--- src/uier_pkg.sv ---
// Shared constants and types for the user input event reporter
package uier_pkg;
  localparam int          CLK_PERIOD_NS = 8;
  localparam int          ROW_TIME_NS   = 200000;
  localparam int          ROW_CYC       = (ROW_TIME_NS + CLK_PERIOD_NS - 1) / CLK_PERIOD_NS;
  localparam int          DEB_FRAMES    = 4;
  localparam int          N_ROWS        = 5;
  localparam int          N_COLS        = 5;
  localparam int          N_KEYS        = 25;
  localparam int          TXQ_DEPTH     = 16;
  localparam int          KBUF_DEPTH    = 16;
  localparam int          N_REGIONS     = 8;
  localparam int          PUSH_MAX      = 5;
  localparam logic [7:0]  KEY_CODE_BASE = 8'h41;
  localparam logic [7:0]  EV_PRESS      = 8'h01;
  localparam logic [7:0]  EV_RELEASE    = 8'h02;
  localparam logic [7:0]  EV_DRAG       = 8'h04;
  localparam logic [7:0]  REGION_MISS   = 8'hFF;
  localparam logic        PROTO_SERIAL  = 1'b1;
  localparam logic        PROTO_TWI     = 1'b0;

  typedef enum logic [1:0] {
    UIER_TS_UP   = 2'b01,
    UIER_TS_DOWN = 2'b10
  } uier_touch_e;
endpackage : uier_pkg

--- src/uier_top.sv ---
// Keypad scanner and touch event reporter feeding a byte transmit queue
`timescale 1ns/1ps
module uier_top
  import uier_pkg::*;
#(
  parameter int ROW_CYC_P  = ROW_CYC,
  parameter int TXQ_D      = TXQ_DEPTH,
  parameter int KBUF_D     = KBUF_DEPTH,
  parameter int NREG       = N_REGIONS
)(
  input  wire logic        clk_sys,
  input  wire logic        resetn,
  output logic [4:0]       row_drive,
  input  wire logic [4:0]  col_sense,
  input  wire logic        auto_send_en,
  input  wire logic        proto_serial,
  input  wire logic        poll_req,
  input  wire logic        keymap_wr,
  input  wire logic [4:0]  keymap_idx,
  input  wire logic [7:0]  keymap_code,
  input  wire logic        touch_region_mode,
  input  wire logic        touch_sample,
  input  wire logic [7:0]  touch_x,
  input  wire logic [7:0]  touch_y,
  input  wire logic [7:0]  touch_pressure,
  input  wire logic [7:0]  pressure_thr,
  input  wire logic [7:0]  drag_thr,
  output logic             touch_ready,
  input  wire logic        region_wr,
  input  wire logic        region_del,
  input  wire logic        region_del_all,
  input  wire logic [2:0]  region_idx,
  input  wire logic [7:0]  region_x,
  input  wire logic [7:0]  region_y,
  input  wire logic [7:0]  region_w,
  input  wire logic [7:0]  region_h,
  input  wire logic [7:0]  region_down,
  input  wire logic [7:0]  region_up,
  output logic             tx_valid,
  output logic [7:0]       tx_data,
  input  wire logic        tx_ready,
  output logic             tx_proto_serial,
  output logic [4:0]       key_buf_count
);
  localparam int TW = $clog2(ROW_CYC_P);
  localparam int QW = $clog2(TXQ_D);
  localparam int KW = $clog2(KBUF_D);

  if (ROW_CYC_P < 2 || TXQ_D < 8 || (TXQ_D & (TXQ_D - 1)) != 0 || KBUF_D < 2 ||
      KBUF_D > 16 || (KBUF_D & (KBUF_D - 1)) != 0 || NREG < 1 || NREG > 8)
  begin : g_chk
    $error("uier_top: unsupported parameter values");
  end

  function automatic logic [5:0] first_set(input logic [31:0] v);
    logic [5:0] r;
    r = '0;
    for (int i = 31; i >= 0; i--)
      if (v[i]) r = {1'b1, 5'(i)};
    return r;
  endfunction : first_set

  // Reset release synchroniser
  logic [1:0] rs_r;
  logic       rst_n;
  always_ff @(posedge clk_sys or negedge resetn)
    if (!resetn) rs_r <= 2'b00;
    else         rs_r <= {rs_r[0], 1'b1};
  assign rst_n = rs_r[1];

  // Key matrix scan and debounce
  logic [TW-1:0]     tmr_r, tmr_nxt;
  logic [2:0]        row_r, row_nxt;
  logic [N_KEYS-1:0] snap_r, snap_nxt, frame_r, frame_nxt, stable_r, stable_nxt;
  logic [N_KEYS-1:0] rep_r, rep_nxt, pend;
  logic [1:0]        deb_r, deb_nxt;
  logic              tick, key_go, auto_eff, space_ok;
  logic [5:0]        key_sel;
  logic [4:0]        key_idx;
  logic [7:0]        keycode_r [N_KEYS];

  assign tick     = tmr_r == TW'(ROW_CYC_P - 1);
  assign pend     = stable_r & ~rep_r;
  assign key_sel  = first_set({7'h00, pend});
  assign key_idx  = key_sel[4:0];
  assign auto_eff = auto_send_en | (proto_serial == PROTO_TWI);
  logic kbuf_full;
  assign key_go   = key_sel[5] && space_ok && (auto_eff || !kbuf_full);

  always_comb
  begin
    tmr_nxt    = tick ? '0 : tmr_r + 1'b1;
    row_nxt    = row_r;
    snap_nxt   = snap_r;
    frame_nxt  = frame_r;
    deb_nxt    = deb_r;
    stable_nxt = stable_r;
    if (tick)
    begin
      snap_nxt[row_r*N_COLS +: N_COLS] = col_sense;
      if (row_r == 3'(N_ROWS - 1))
      begin
        row_nxt   = '0;
        frame_nxt = snap_nxt;
        // Only a frame repeated DEB_FRAMES times is trusted
        if (snap_nxt != frame_r) deb_nxt = '0;
        else if (deb_r != 2'(DEB_FRAMES - 1)) deb_nxt = deb_r + 1'b1;
        else stable_nxt = snap_nxt;
      end
      else row_nxt = row_r + 1'b1;
    end
    rep_nxt = rep_r & stable_r;
    if (key_go) rep_nxt[key_idx] = 1'b1;
  end

  always_ff @(posedge clk_sys or negedge rst_n)
    if (!rst_n)
    begin
      tmr_r <= '0; row_r <= '0; snap_r <= '0; frame_r <= '0;
      deb_r <= '0; stable_r <= '0; rep_r <= '0; row_drive <= 5'h01;
    end
    else
    begin
      tmr_r <= tmr_nxt; row_r <= row_nxt; snap_r <= snap_nxt; frame_r <= frame_nxt;
      deb_r <= deb_nxt; stable_r <= stable_nxt; rep_r <= rep_nxt;
      row_drive <= 5'h01 << row_nxt;
    end

  always_ff @(posedge clk_sys or negedge rst_n)
    if (!rst_n)
      for (int i = 0; i < N_KEYS; i++) keycode_r[i] <= KEY_CODE_BASE + 8'(i);
    else if (keymap_wr && keymap_idx < 5'(N_KEYS))
      keycode_r[keymap_idx] <= keymap_code;

  // Poll buffer for key codes
  logic [7:0]  kmem [KBUF_D];
  logic [KW-1:0] kwr_r, krd_r;
  logic [4:0]  kcnt_r;
  logic        kpush, poll_go;
  assign kbuf_full = kcnt_r == 5'(KBUF_D);
  assign kpush     = key_go && !auto_eff;
  assign poll_go   = poll_req && proto_serial && kcnt_r != '0 && space_ok;
  assign key_buf_count = kcnt_r;

  always_ff @(posedge clk_sys or negedge rst_n)
    if (!rst_n)
    begin
      kwr_r <= '0; krd_r <= '0; kcnt_r <= '0;
    end
    else
    begin
      if (kpush) kwr_r <= kwr_r + 1'b1;
      if (poll_go) krd_r <= krd_r + 1'b1;
      kcnt_r <= kcnt_r + 5'(kpush) - 5'(poll_go);
    end
  always_ff @(posedge clk_sys)
    if (kpush) kmem[kwr_r] <= keycode_r[key_idx];

  // Touch event tracker
  uier_touch_e ts_r, ts_nxt;
  logic [7:0]  lx_r, lx_nxt, ly_r, ly_nxt, ax, ay, ev_type, ev_x, ev_y;
  logic        over, ev_valid, take;
  assign take        = touch_sample && space_ok;
  assign touch_ready = space_ok;
  assign over = touch_pressure > pressure_thr;
  assign ax   = touch_x > lx_r ? touch_x - lx_r : lx_r - touch_x;
  assign ay   = touch_y > ly_r ? touch_y - ly_r : ly_r - touch_y;

  always_comb
  begin
    ts_nxt = ts_r; lx_nxt = lx_r; ly_nxt = ly_r;
    ev_valid = 1'b0; ev_type = EV_PRESS; ev_x = touch_x; ev_y = touch_y;
    case (ts_r)
      UIER_TS_UP:
        if (take && over)
        begin
          ev_valid = 1'b1; ts_nxt = UIER_TS_DOWN; lx_nxt = touch_x; ly_nxt = touch_y;
        end
      UIER_TS_DOWN:
        if (take && !over)
        begin
          ev_valid = 1'b1; ev_type = EV_RELEASE; ev_x = lx_r; ev_y = ly_r;
          ts_nxt = UIER_TS_UP;
        end
        else if (take && (ax > drag_thr || ay > drag_thr))
        begin
          ev_valid = 1'b1; ev_type = EV_DRAG; lx_nxt = touch_x; ly_nxt = touch_y;
        end
      default: ts_nxt = UIER_TS_UP;
    endcase
  end

  always_ff @(posedge clk_sys or negedge rst_n)
    if (!rst_n)
    begin
      ts_r <= UIER_TS_UP; lx_r <= '0; ly_r <= '0;
    end
    else
    begin
      ts_r <= ts_nxt; lx_r <= lx_nxt; ly_r <= ly_nxt;
    end

  // Region table and hit test
  logic [7:0]      rx [NREG], ry [NREG], rw [NREG], rh [NREG], rdn [NREG], rup [NREG];
  logic [NREG-1:0] rv_r, rv_nxt, hit;
  logic [5:0]      hsel;
  logic [7:0]      rbyte;
  logic            ridx_ok;

  // Widened so that a full table of eight still accepts index 7
  assign ridx_ok = {1'b0, region_idx} < 4'(NREG);

  for (genvar g = 0; g < NREG; g++)
  begin : g_hit
    assign hit[g] = rv_r[g] && ev_x >= rx[g] && {1'b0, ev_x} < {1'b0, rx[g]} + {1'b0, rw[g]}
                 && ev_y >= ry[g] && {1'b0, ev_y} < {1'b0, ry[g]} + {1'b0, rh[g]};
  end
  assign hsel  = first_set(32'(hit));
  assign rbyte = !hsel[5] ? REGION_MISS :
                 ev_type == EV_RELEASE ? rup[hsel[2:0]] : rdn[hsel[2:0]];

  always_comb
  begin
    rv_nxt = rv_r;
    if (region_del_all) rv_nxt = '0;
    else if (region_del && ridx_ok) rv_nxt[region_idx] = 1'b0;
    else if (region_wr && ridx_ok) rv_nxt[region_idx] = 1'b1;
  end

  always_ff @(posedge clk_sys or negedge rst_n)
    if (!rst_n)
    begin
      rv_r <= '0;
      for (int i = 0; i < NREG; i++)
      begin
        rx[i] <= '0; ry[i] <= '0; rw[i] <= '0; rh[i] <= '0; rdn[i] <= '0; rup[i] <= '0;
      end
    end
    else
    begin
      rv_r <= rv_nxt;
      if (region_wr && ridx_ok)
      begin
        rx[region_idx] <= region_x; ry[region_idx] <= region_y;
        rw[region_idx] <= region_w; rh[region_idx] <= region_h;
        rdn[region_idx] <= region_down; rup[region_idx] <= region_up;
      end
    end

  // Transmit byte queue; oldest event first within a cycle
  logic [7:0]  txq [TXQ_D];
  logic [7:0]  pb [PUSH_MAX];
  logic [2:0]  push_n;
  logic [QW-1:0] wr_r, rd_r;
  logic [QW:0] cnt_r, cnt_nxt;
  logic        pop;
  assign space_ok = cnt_r <= (QW+1)'(TXQ_D - PUSH_MAX);
  assign tx_valid = cnt_r != '0;
  assign tx_data  = txq[rd_r];
  assign pop      = tx_valid && tx_ready;

  always_comb
  begin
    push_n = '0;
    for (int i = 0; i < PUSH_MAX; i++) pb[i] = '0;
    if (poll_go)
    begin
      pb[push_n] = kmem[krd_r]; push_n = push_n + 1'b1;
    end
    if (key_go && auto_eff)
    begin
      pb[push_n] = keycode_r[key_idx]; push_n = push_n + 1'b1;
    end
    if (ev_valid && touch_region_mode)
    begin
      pb[push_n] = rbyte; push_n = push_n + 1'b1;
    end
    else if (ev_valid)
    begin
      pb[push_n] = ev_type; pb[push_n+1] = ev_x; pb[push_n+2] = ev_y;
      push_n = push_n + 3'd3;
    end
    cnt_nxt = cnt_r + (QW+1)'(push_n) - (QW+1)'(pop);
  end

  always_ff @(posedge clk_sys or negedge rst_n)
    if (!rst_n)
    begin
      wr_r <= '0; rd_r <= '0; cnt_r <= '0; tx_proto_serial <= PROTO_SERIAL;
    end
    else
    begin
      wr_r <= wr_r + QW'(push_n); rd_r <= rd_r + QW'(pop); cnt_r <= cnt_nxt;
      tx_proto_serial <= proto_serial;
    end
  always_ff @(posedge clk_sys)
    for (int i = 0; i < PUSH_MAX; i++)
      if (3'(i) < push_n) txq[QW'(wr_r + QW'(i))] <= pb[i];

  // Checks
  property p_row_onehot;
    @(posedge clk_sys) disable iff (!rst_n) $onehot(row_drive) && row_drive == 5'h01 << row_r;
  endproperty
  a_row_onehot: assert property (p_row_onehot) else $error("row drive not one-hot");
  property p_auto_send;
    @(posedge clk_sys) disable iff (!rst_n) key_go && auto_eff && !poll_go |->
      pb[0] == keycode_r[key_idx] ##1 tx_valid;
  endproperty
  a_auto_send: assert property (p_auto_send) else $error("auto key not queued");
  property p_buffer;
    @(posedge clk_sys) disable iff (!rst_n) key_go && !auto_eff && !poll_go |=>
      kcnt_r == $past(kcnt_r) + 5'd1;
  endproperty
  a_buffer: assert property (p_buffer) else $error("key not buffered");
  property p_coord;
    @(posedge clk_sys) disable iff (!rst_n) ev_valid && !touch_region_mode |->
      (pb[push_n-3] == EV_PRESS || pb[push_n-3] == EV_RELEASE || pb[push_n-3] == EV_DRAG)
      && pb[push_n-1] == ev_y;
  endproperty
  a_coord: assert property (p_coord) else $error("bad coordinate report");
  property p_miss;
    @(posedge clk_sys) disable iff (!rst_n) ev_valid && touch_region_mode && hit == '0 |->
      pb[push_n-1] == 8'hFF;
  endproperty
  a_miss: assert property (p_miss) else $error("miss not reported as 255");
  property p_release_up;
    @(posedge clk_sys) disable iff (!rst_n)
      ev_valid && touch_region_mode && ev_type == EV_RELEASE && hsel[5] |->
      pb[push_n-1] == rup[hsel[2:0]];
  endproperty
  a_release_up: assert property (p_release_up) else $error("release not key-up");
  property p_press_thr;
    @(posedge clk_sys) disable iff (!rst_n) ev_valid && ev_type != EV_RELEASE |->
      touch_pressure > pressure_thr;
  endproperty
  a_press_thr: assert property (p_press_thr) else $error("event under pressure");
  property p_debounce;
    @(posedge clk_sys) disable iff (!rst_n) stable_r != $past(stable_r) |->
      $past(deb_r) == 2'(DEB_FRAMES - 1) && $past(tick);
  endproperty
  a_debounce: assert property (p_debounce) else $error("undebounced key");
  property p_del_all;
    @(posedge clk_sys) disable iff (!rst_n) region_del_all |=> rv_r == '0;
  endproperty
  a_del_all: assert property (p_del_all) else $error("regions not cleared");
  property p_count;
    @(posedge clk_sys) disable iff (!rst_n) 1'b1 |=> cnt_r <= (QW+1)'(TXQ_D);
  endproperty
  a_count: assert property (p_count) else $error("queue count lost bytes");
  c_key: cover property (@(posedge clk_sys) disable iff (!rst_n) key_go && auto_eff);
  c_poll: cover property (@(posedge clk_sys) disable iff (!rst_n) poll_go);
  c_drag: cover property (@(posedge clk_sys) disable iff (!rst_n) ev_valid && ev_type == EV_DRAG);
  c_region: cover property (@(posedge clk_sys) disable iff (!rst_n)
    ev_valid && touch_region_mode && hsel[5]);
endmodule : uier_top
--- config.mk ---
export PLATFORM = sky130hd
export DESIGN_NAME = uier_top
export DESIGN_NICKNAME = d
export VERILOG_FILES = /design/src/uier_pkg.sv /design/src/uier_top.sv
export SDC_FILE = /design/constraint.sdc
export NUM_CORES = 2
export LEC_CHECK = 0
export BUFFER_PORTS_ARGS = -buffer_cell sky130_fd_sc_hd__buf_4
export CELL_PAD_IN_SITES_DETAIL_PLACEMENT = 1
export CELL_PAD_IN_SITES_GLOBAL_PLACEMENT = 2
export CORE_MARGIN = 1.5
export CORE_UTILIZATION = 39
export DETAILED_ROUTE_END_ITERATION = 10
export PLACE_DENSITY_LB_ADDON = 0.15
export SYNTH_ARGS = -nofsm -noshare
export SYNTH_HDL_FRONTEND = slang
export SYNTH_SLANG_ARGS = --single-unit
--- constraint.sdc ---
create_clock -name clk_sys -period 23.3 [get_ports clk_sys]
set_input_delay 1.165 -clock clk_sys [delete_from_list [all_inputs] [get_ports clk_sys]]
set_output_delay 1.165 -clock clk_sys [all_outputs]
set_load 0.03 [all_outputs]
-- Yosys cells after proc, flatten, opt, wreduce, memory -nomap -nowiden
Memories as Yosys holds them, arrays and structs flattened.
Index checks and enable logic that the tools add are counted.
- register bits after elaboration: 764
- RAM bits: 256
- bits of input ports: 121
- output and inout port bits: 21
- memories: 2
- memory list (memory ; depth ; bits a word ; rd ports ; clocked after Yosys merged registers in ; write ports ; line ; source):
    kmem ; 16 ; 8 ; 1 ; 0 ; 1 ; uier_top.sv:136 ; logic [7:0] kmem [KBUF_D];
    txq ; 16 ; 8 ; 1 ; 0 ; 5 ; uier_top.sv:251 ; logic [7:0] txq [TXQ_D];
- $add $sub $neg: 41
- $mul: 1
- order comparisons: 62
- eq/ne operators: 12
- shifts and indexed selects: 3
- multiplexer cells: 126
- bitwise logic cells: 19
- reduce and logical (&&, ||, !) cells: 69
- operator list (cell ; count):
    bitwise mux 64 bit ; 6
    two-way mux 8 bit ; 30
    bitwise mux 200 bit ; 1
    bitwise mux 40 bit ; 5
    two-way mux 6 bit ; 33
    adder 8 x 8 -> 9 bit ; 16
    less-than comparator 8 x 9 -> 1 bit ; 16
    >= comparator 8 bit ; 16
    demux 8 bit (select 3 bit) ; 5
    two-way mux 40 bit ; 3
    >= comparator 33 x 4 -> 1 bit, second input constant ; 2
    less-than comparator 33 x 1 -> 1 bit, second input constant ; 2
    inverter 4 -> 33 bit ; 2
    logical AND 1 bit ; 54
    AND 25 bit ; 2
    binary-select mux 8 bit (select 3 bit) ; 2
    binary-select mux 8 bit (select 5 bit) ; 1
    demux 8 bit (select 5 bit) ; 1
    > comparator 8 bit ; 5
    negation 6 -> 34 bit ; 1
    variable shift 5 x 34 -> 25 bit, first input constant ; 1
    indexed part select 5 x 34 -> 25 bit ; 1
    case mux 8 bit (2 select lines) ; 2
    subtractor 8 bit ; 4
    other kinds (64) ; 122

-- Depth between registers and ports, before layout
- depth after elaboration: 41
- depth in mapped cells: 34
- depth with buffers taken out: 32

-- Least setup slack after synthesis
No wires, ideal clock.
- path kind: input to register
- from: input pressure_thr[1]
- to: memory txq[8][0], data pin
- data arrival time: 7503 ps
- required time: 23032 ps
- setup slack: 15529 ps
- stages on the path: 27
- cells stage by stage: inv_1 -> ha_1 -> nor2b_1 -> o211a_1 -> o21a_1 -> nor3_2 -> clkbuf_1 -> clkbuf_1 -> buf_1 -> o21ai_0 -> ha_1 -> or3_1 -> a221oi_1 -> a221o_1 -> a41oi_1 -> nor4_2 -> a211oi_2 -> o221a_4 -> o21ai_4 -> buf_6 -> mux2_2 -> o211ai_1 -> nand2_1 -> a22o_1 -> buf_6 -> o221ai_1 -> o22ai_1
- RTL lines (element ; line ; source):
    start, declared ; uier_top.sv:26 ; input wire logic [7:0] pressure_thr,
    end, declared ; uier_top.sv:251 ;

==> out/qor.yml <==
leakagePower_nw: 29.79
end_kind: "flip-flop"
die_h_microns: 401.3
cp-start-kind: "flip-flop"
hp-class: "in -> async"
io_pins: 142
setup_ws_ns: 14.01
ys.warnings.count: 0
cts_tree: "built"
synth-async-reset-ratio_pct: 74.90
top_regs: "keycode_r x200, kmem x128, txq x128"
layout-drive-gt1-share_pct: 21.36
r2r_slack_ns: 14.01
largest_reg_flops: 200
h-tree-depth: 3
synth_fp_nets: 6359
fin_nets: 6509
antenna_found_initial: 14
place_ws_ns: 13.35
synth_edf_count: 256
avgSynthCellArea_sq_um: 10.73
grt_use_total_pct: 27.64
rsz0062_at_grt: "false"
grt_max_degree: 170
critPathArrivalTime_ns: 9.80
setup_tns_ns: 0
path_class: "reg -> reg"
clkSinkCount: 1020
grt_pass1_vias: 50100
gr-total-overflow: 0
regMostFlops: "keycode_r"
drt-pass1-iter-count: 6
drt_iter0_markers: 3959
final_common_cell: "dfrtp_1"
grt_pass1_wl_microns: 336900
maxCapViolations: 0
postCtsHoldBufs: 0
cts-buffers-inserted: 121
rows: 146
dieWidth_microns: 401.3
regArea_sq_um: 26920
syn_area_sq_um: 61880
syn_to_final_growth_pct: 13.02
post-route-period-util_pct: 39.89
final_util_pct: 44.26
slew_violations: 0
fin_skew_ns: 0.07026
clkLatencyLatePin_ns: 0.78
worst_pin_slew_ns: 1.329
drtAntennaViolNets: 0
max_freq_mhz: 107.6
seq_area_frac_synth_pct: 43.49
layout_common_cells: "dfrtp_1 (676), mux2_2 (556), nand2_1 (479), ha_1 (448), nor2_1 (377)"
synth_ff_type: "dfrtp_1"
clock_path_buffers: 3
timing_hold_violations_final: 0
vdd_drop_max_mv: 0.06324
coreArea_sq_um: 158000
clk_pin_slew_worst_paths_ns: 0.06
yosys_register_bits: 1020
max_slew_margin_pct: 11.41
numPortBuffers: 141
wl_per_cell_microns: 27.81
crit_path_max_fanout: 38
dieArea_sq_um: 161100
required_ns: 23.81
final_cells: 8097
gp_congestion: 0.9151
dp_hpwl_microns: 157000
multi_input_area_sq_um: 33080
power_density_nw_per_um2: 102.0
synth_cells: 5767
setup_viol: 0
initial_utilization_pct: 39.16
cts_resized: 0
period_minus_slack_ns: 9.295
vias_per_cell: 6.019
fill_cells: 17040
drt_wl_total_microns: 225100
drc: 0
post_cts_buffers: 0
num_vias: 48740
status: "complete, no violations"
dp.cells: 7866
ys_types: 119
cts_root_buf: "clkbuf_16"
==> synth_stat cells, types with 39 or more instances <==
cell type    n  area [sq um]
dfrtp_1    679         16990
o21bai_1    39         292.8
o21a_1      45         337.8
nor2_1     379          1423
xor2_1      57         499.2
nand2_1    480          1802
clkbuf_1   154         578.1
inv_1      280          1051
edfxtp_1   256          7687
nand3_1     79         395.4
mux2_2     556          6261
mux2i_1    108          1081
o21ai_0    309          1546
dfstp_2     85          2233
ha_1       448          5605
nor2b_1     74         462.9
mux4_2      56          1261
buf_1       47         176.4
a211oi_1    62         465.5
o22ai_1    116         725.7
a21oi_1    305          1526
a21o_1      89         668.1
xnor2_1    106         928.4
a221oi_1    75         656.9
nor3_1      70         350.3
nand2b_1    66         412.9
a22oi_1     84         630.6
==> power breakdown <==
part / switching [W] / internal [W] / total, W
Combinational: 0.00158 / 0.00116 / 0.00274
Sequential: 0.000216 / 0.00215 / 0.00237
Clock: 0.000831 / 0.00120 / 0.00203
==> cell families after synthesis <==
kind of cell / count (synthesis) / synth area share (%)
buffers and inverters: 525 / 3.395
XOR/XNOR: 163 / 2.307
multiplexers: 720 / 13.90
other: 1 / 0.006060
adder cells (fa/ha/maj): 471 / 9.802
AO/OA/AOI/OAI: 1550 / 17.38
flip-flops: 1020 / 43.49
AND/OR/NAND/NOR: 1317 / 9.719
==> layer usage <==
layer | global-route usage, % | share of wire (%)
met5 | 0 | 0.052
met4 | 8.298 | 2.9
met3 | 3.947 | 5.4
met2 | 43.31 | 45
met1 | 39.51 | 47
==> path summary, 6_finish.rpt <==
kind	start	to	depth (start not counted)
max	cnt_r[4]	txq[4][6]	27
min	resetn	rs_r[1]	1
max reg2reg	cnt_r[4]	txq[4][6]	27
min reg2reg	rs_r[0]	rs_r[1]	0
max in group asynchronous	rs_r[1]	rh[40]	5
min in group clk_sys	rs_r[0]	rs_r[1]	0
==> critical path, cell delays in order (launching register included) <==
cell and delay, ns:
dfrtp_1 0.45, inv_1 0.09, ha_1 0.28, and4b_4 0.24
a211oi_4 0.22, buf_4 0.28, nand3_4 0.25, nor3_4 0.18
buf_4 0.54, nand2_1 0.14, o21ai_2 0.08, buf_4 0.34
ha_1 0.31, a21o_1 0.16, a21o_1 0.17, a221oi_1 0.31
nand2_1 0.09, o31ai_1 0.69, o2111ai_1 0.39, a211oi_2 0.46
o221ai_4 0.44, a21oi_4 0.62, o21ai_0 0.22, a21oi_2 0.25
o21ai_2 0.13, a221oi_4 1.08, o22ai_1 0.24, o31a_1 0.33
==> cell type report <==
class / count / share of cell area, %
tap: 2072 / 3.707
multi-input combinational: 4222 / 47.30
clock inverter: 65 / 1.261
inverter: 283 / 1.522
clock buffer: 163 / 4.785
antenna: 3 / 0.01073
timing repair buffer: 269 / 2.923
sequential: 1020 / 38.49
==> per-stage QoR <==
step,hold WS [ns],area [sq um],total power [W]
after floorplan,0.3312,61880,0.004241
after global placement,0.3361,65700,0.005030
after detailed placement,0.3364,65700,0.005115
after CTS,0.1114,69930,0.007176
after global routing,0.1399,69940,0.007565
final,0.1747,69940,0.007134
(Power assumes the default switching activity.)
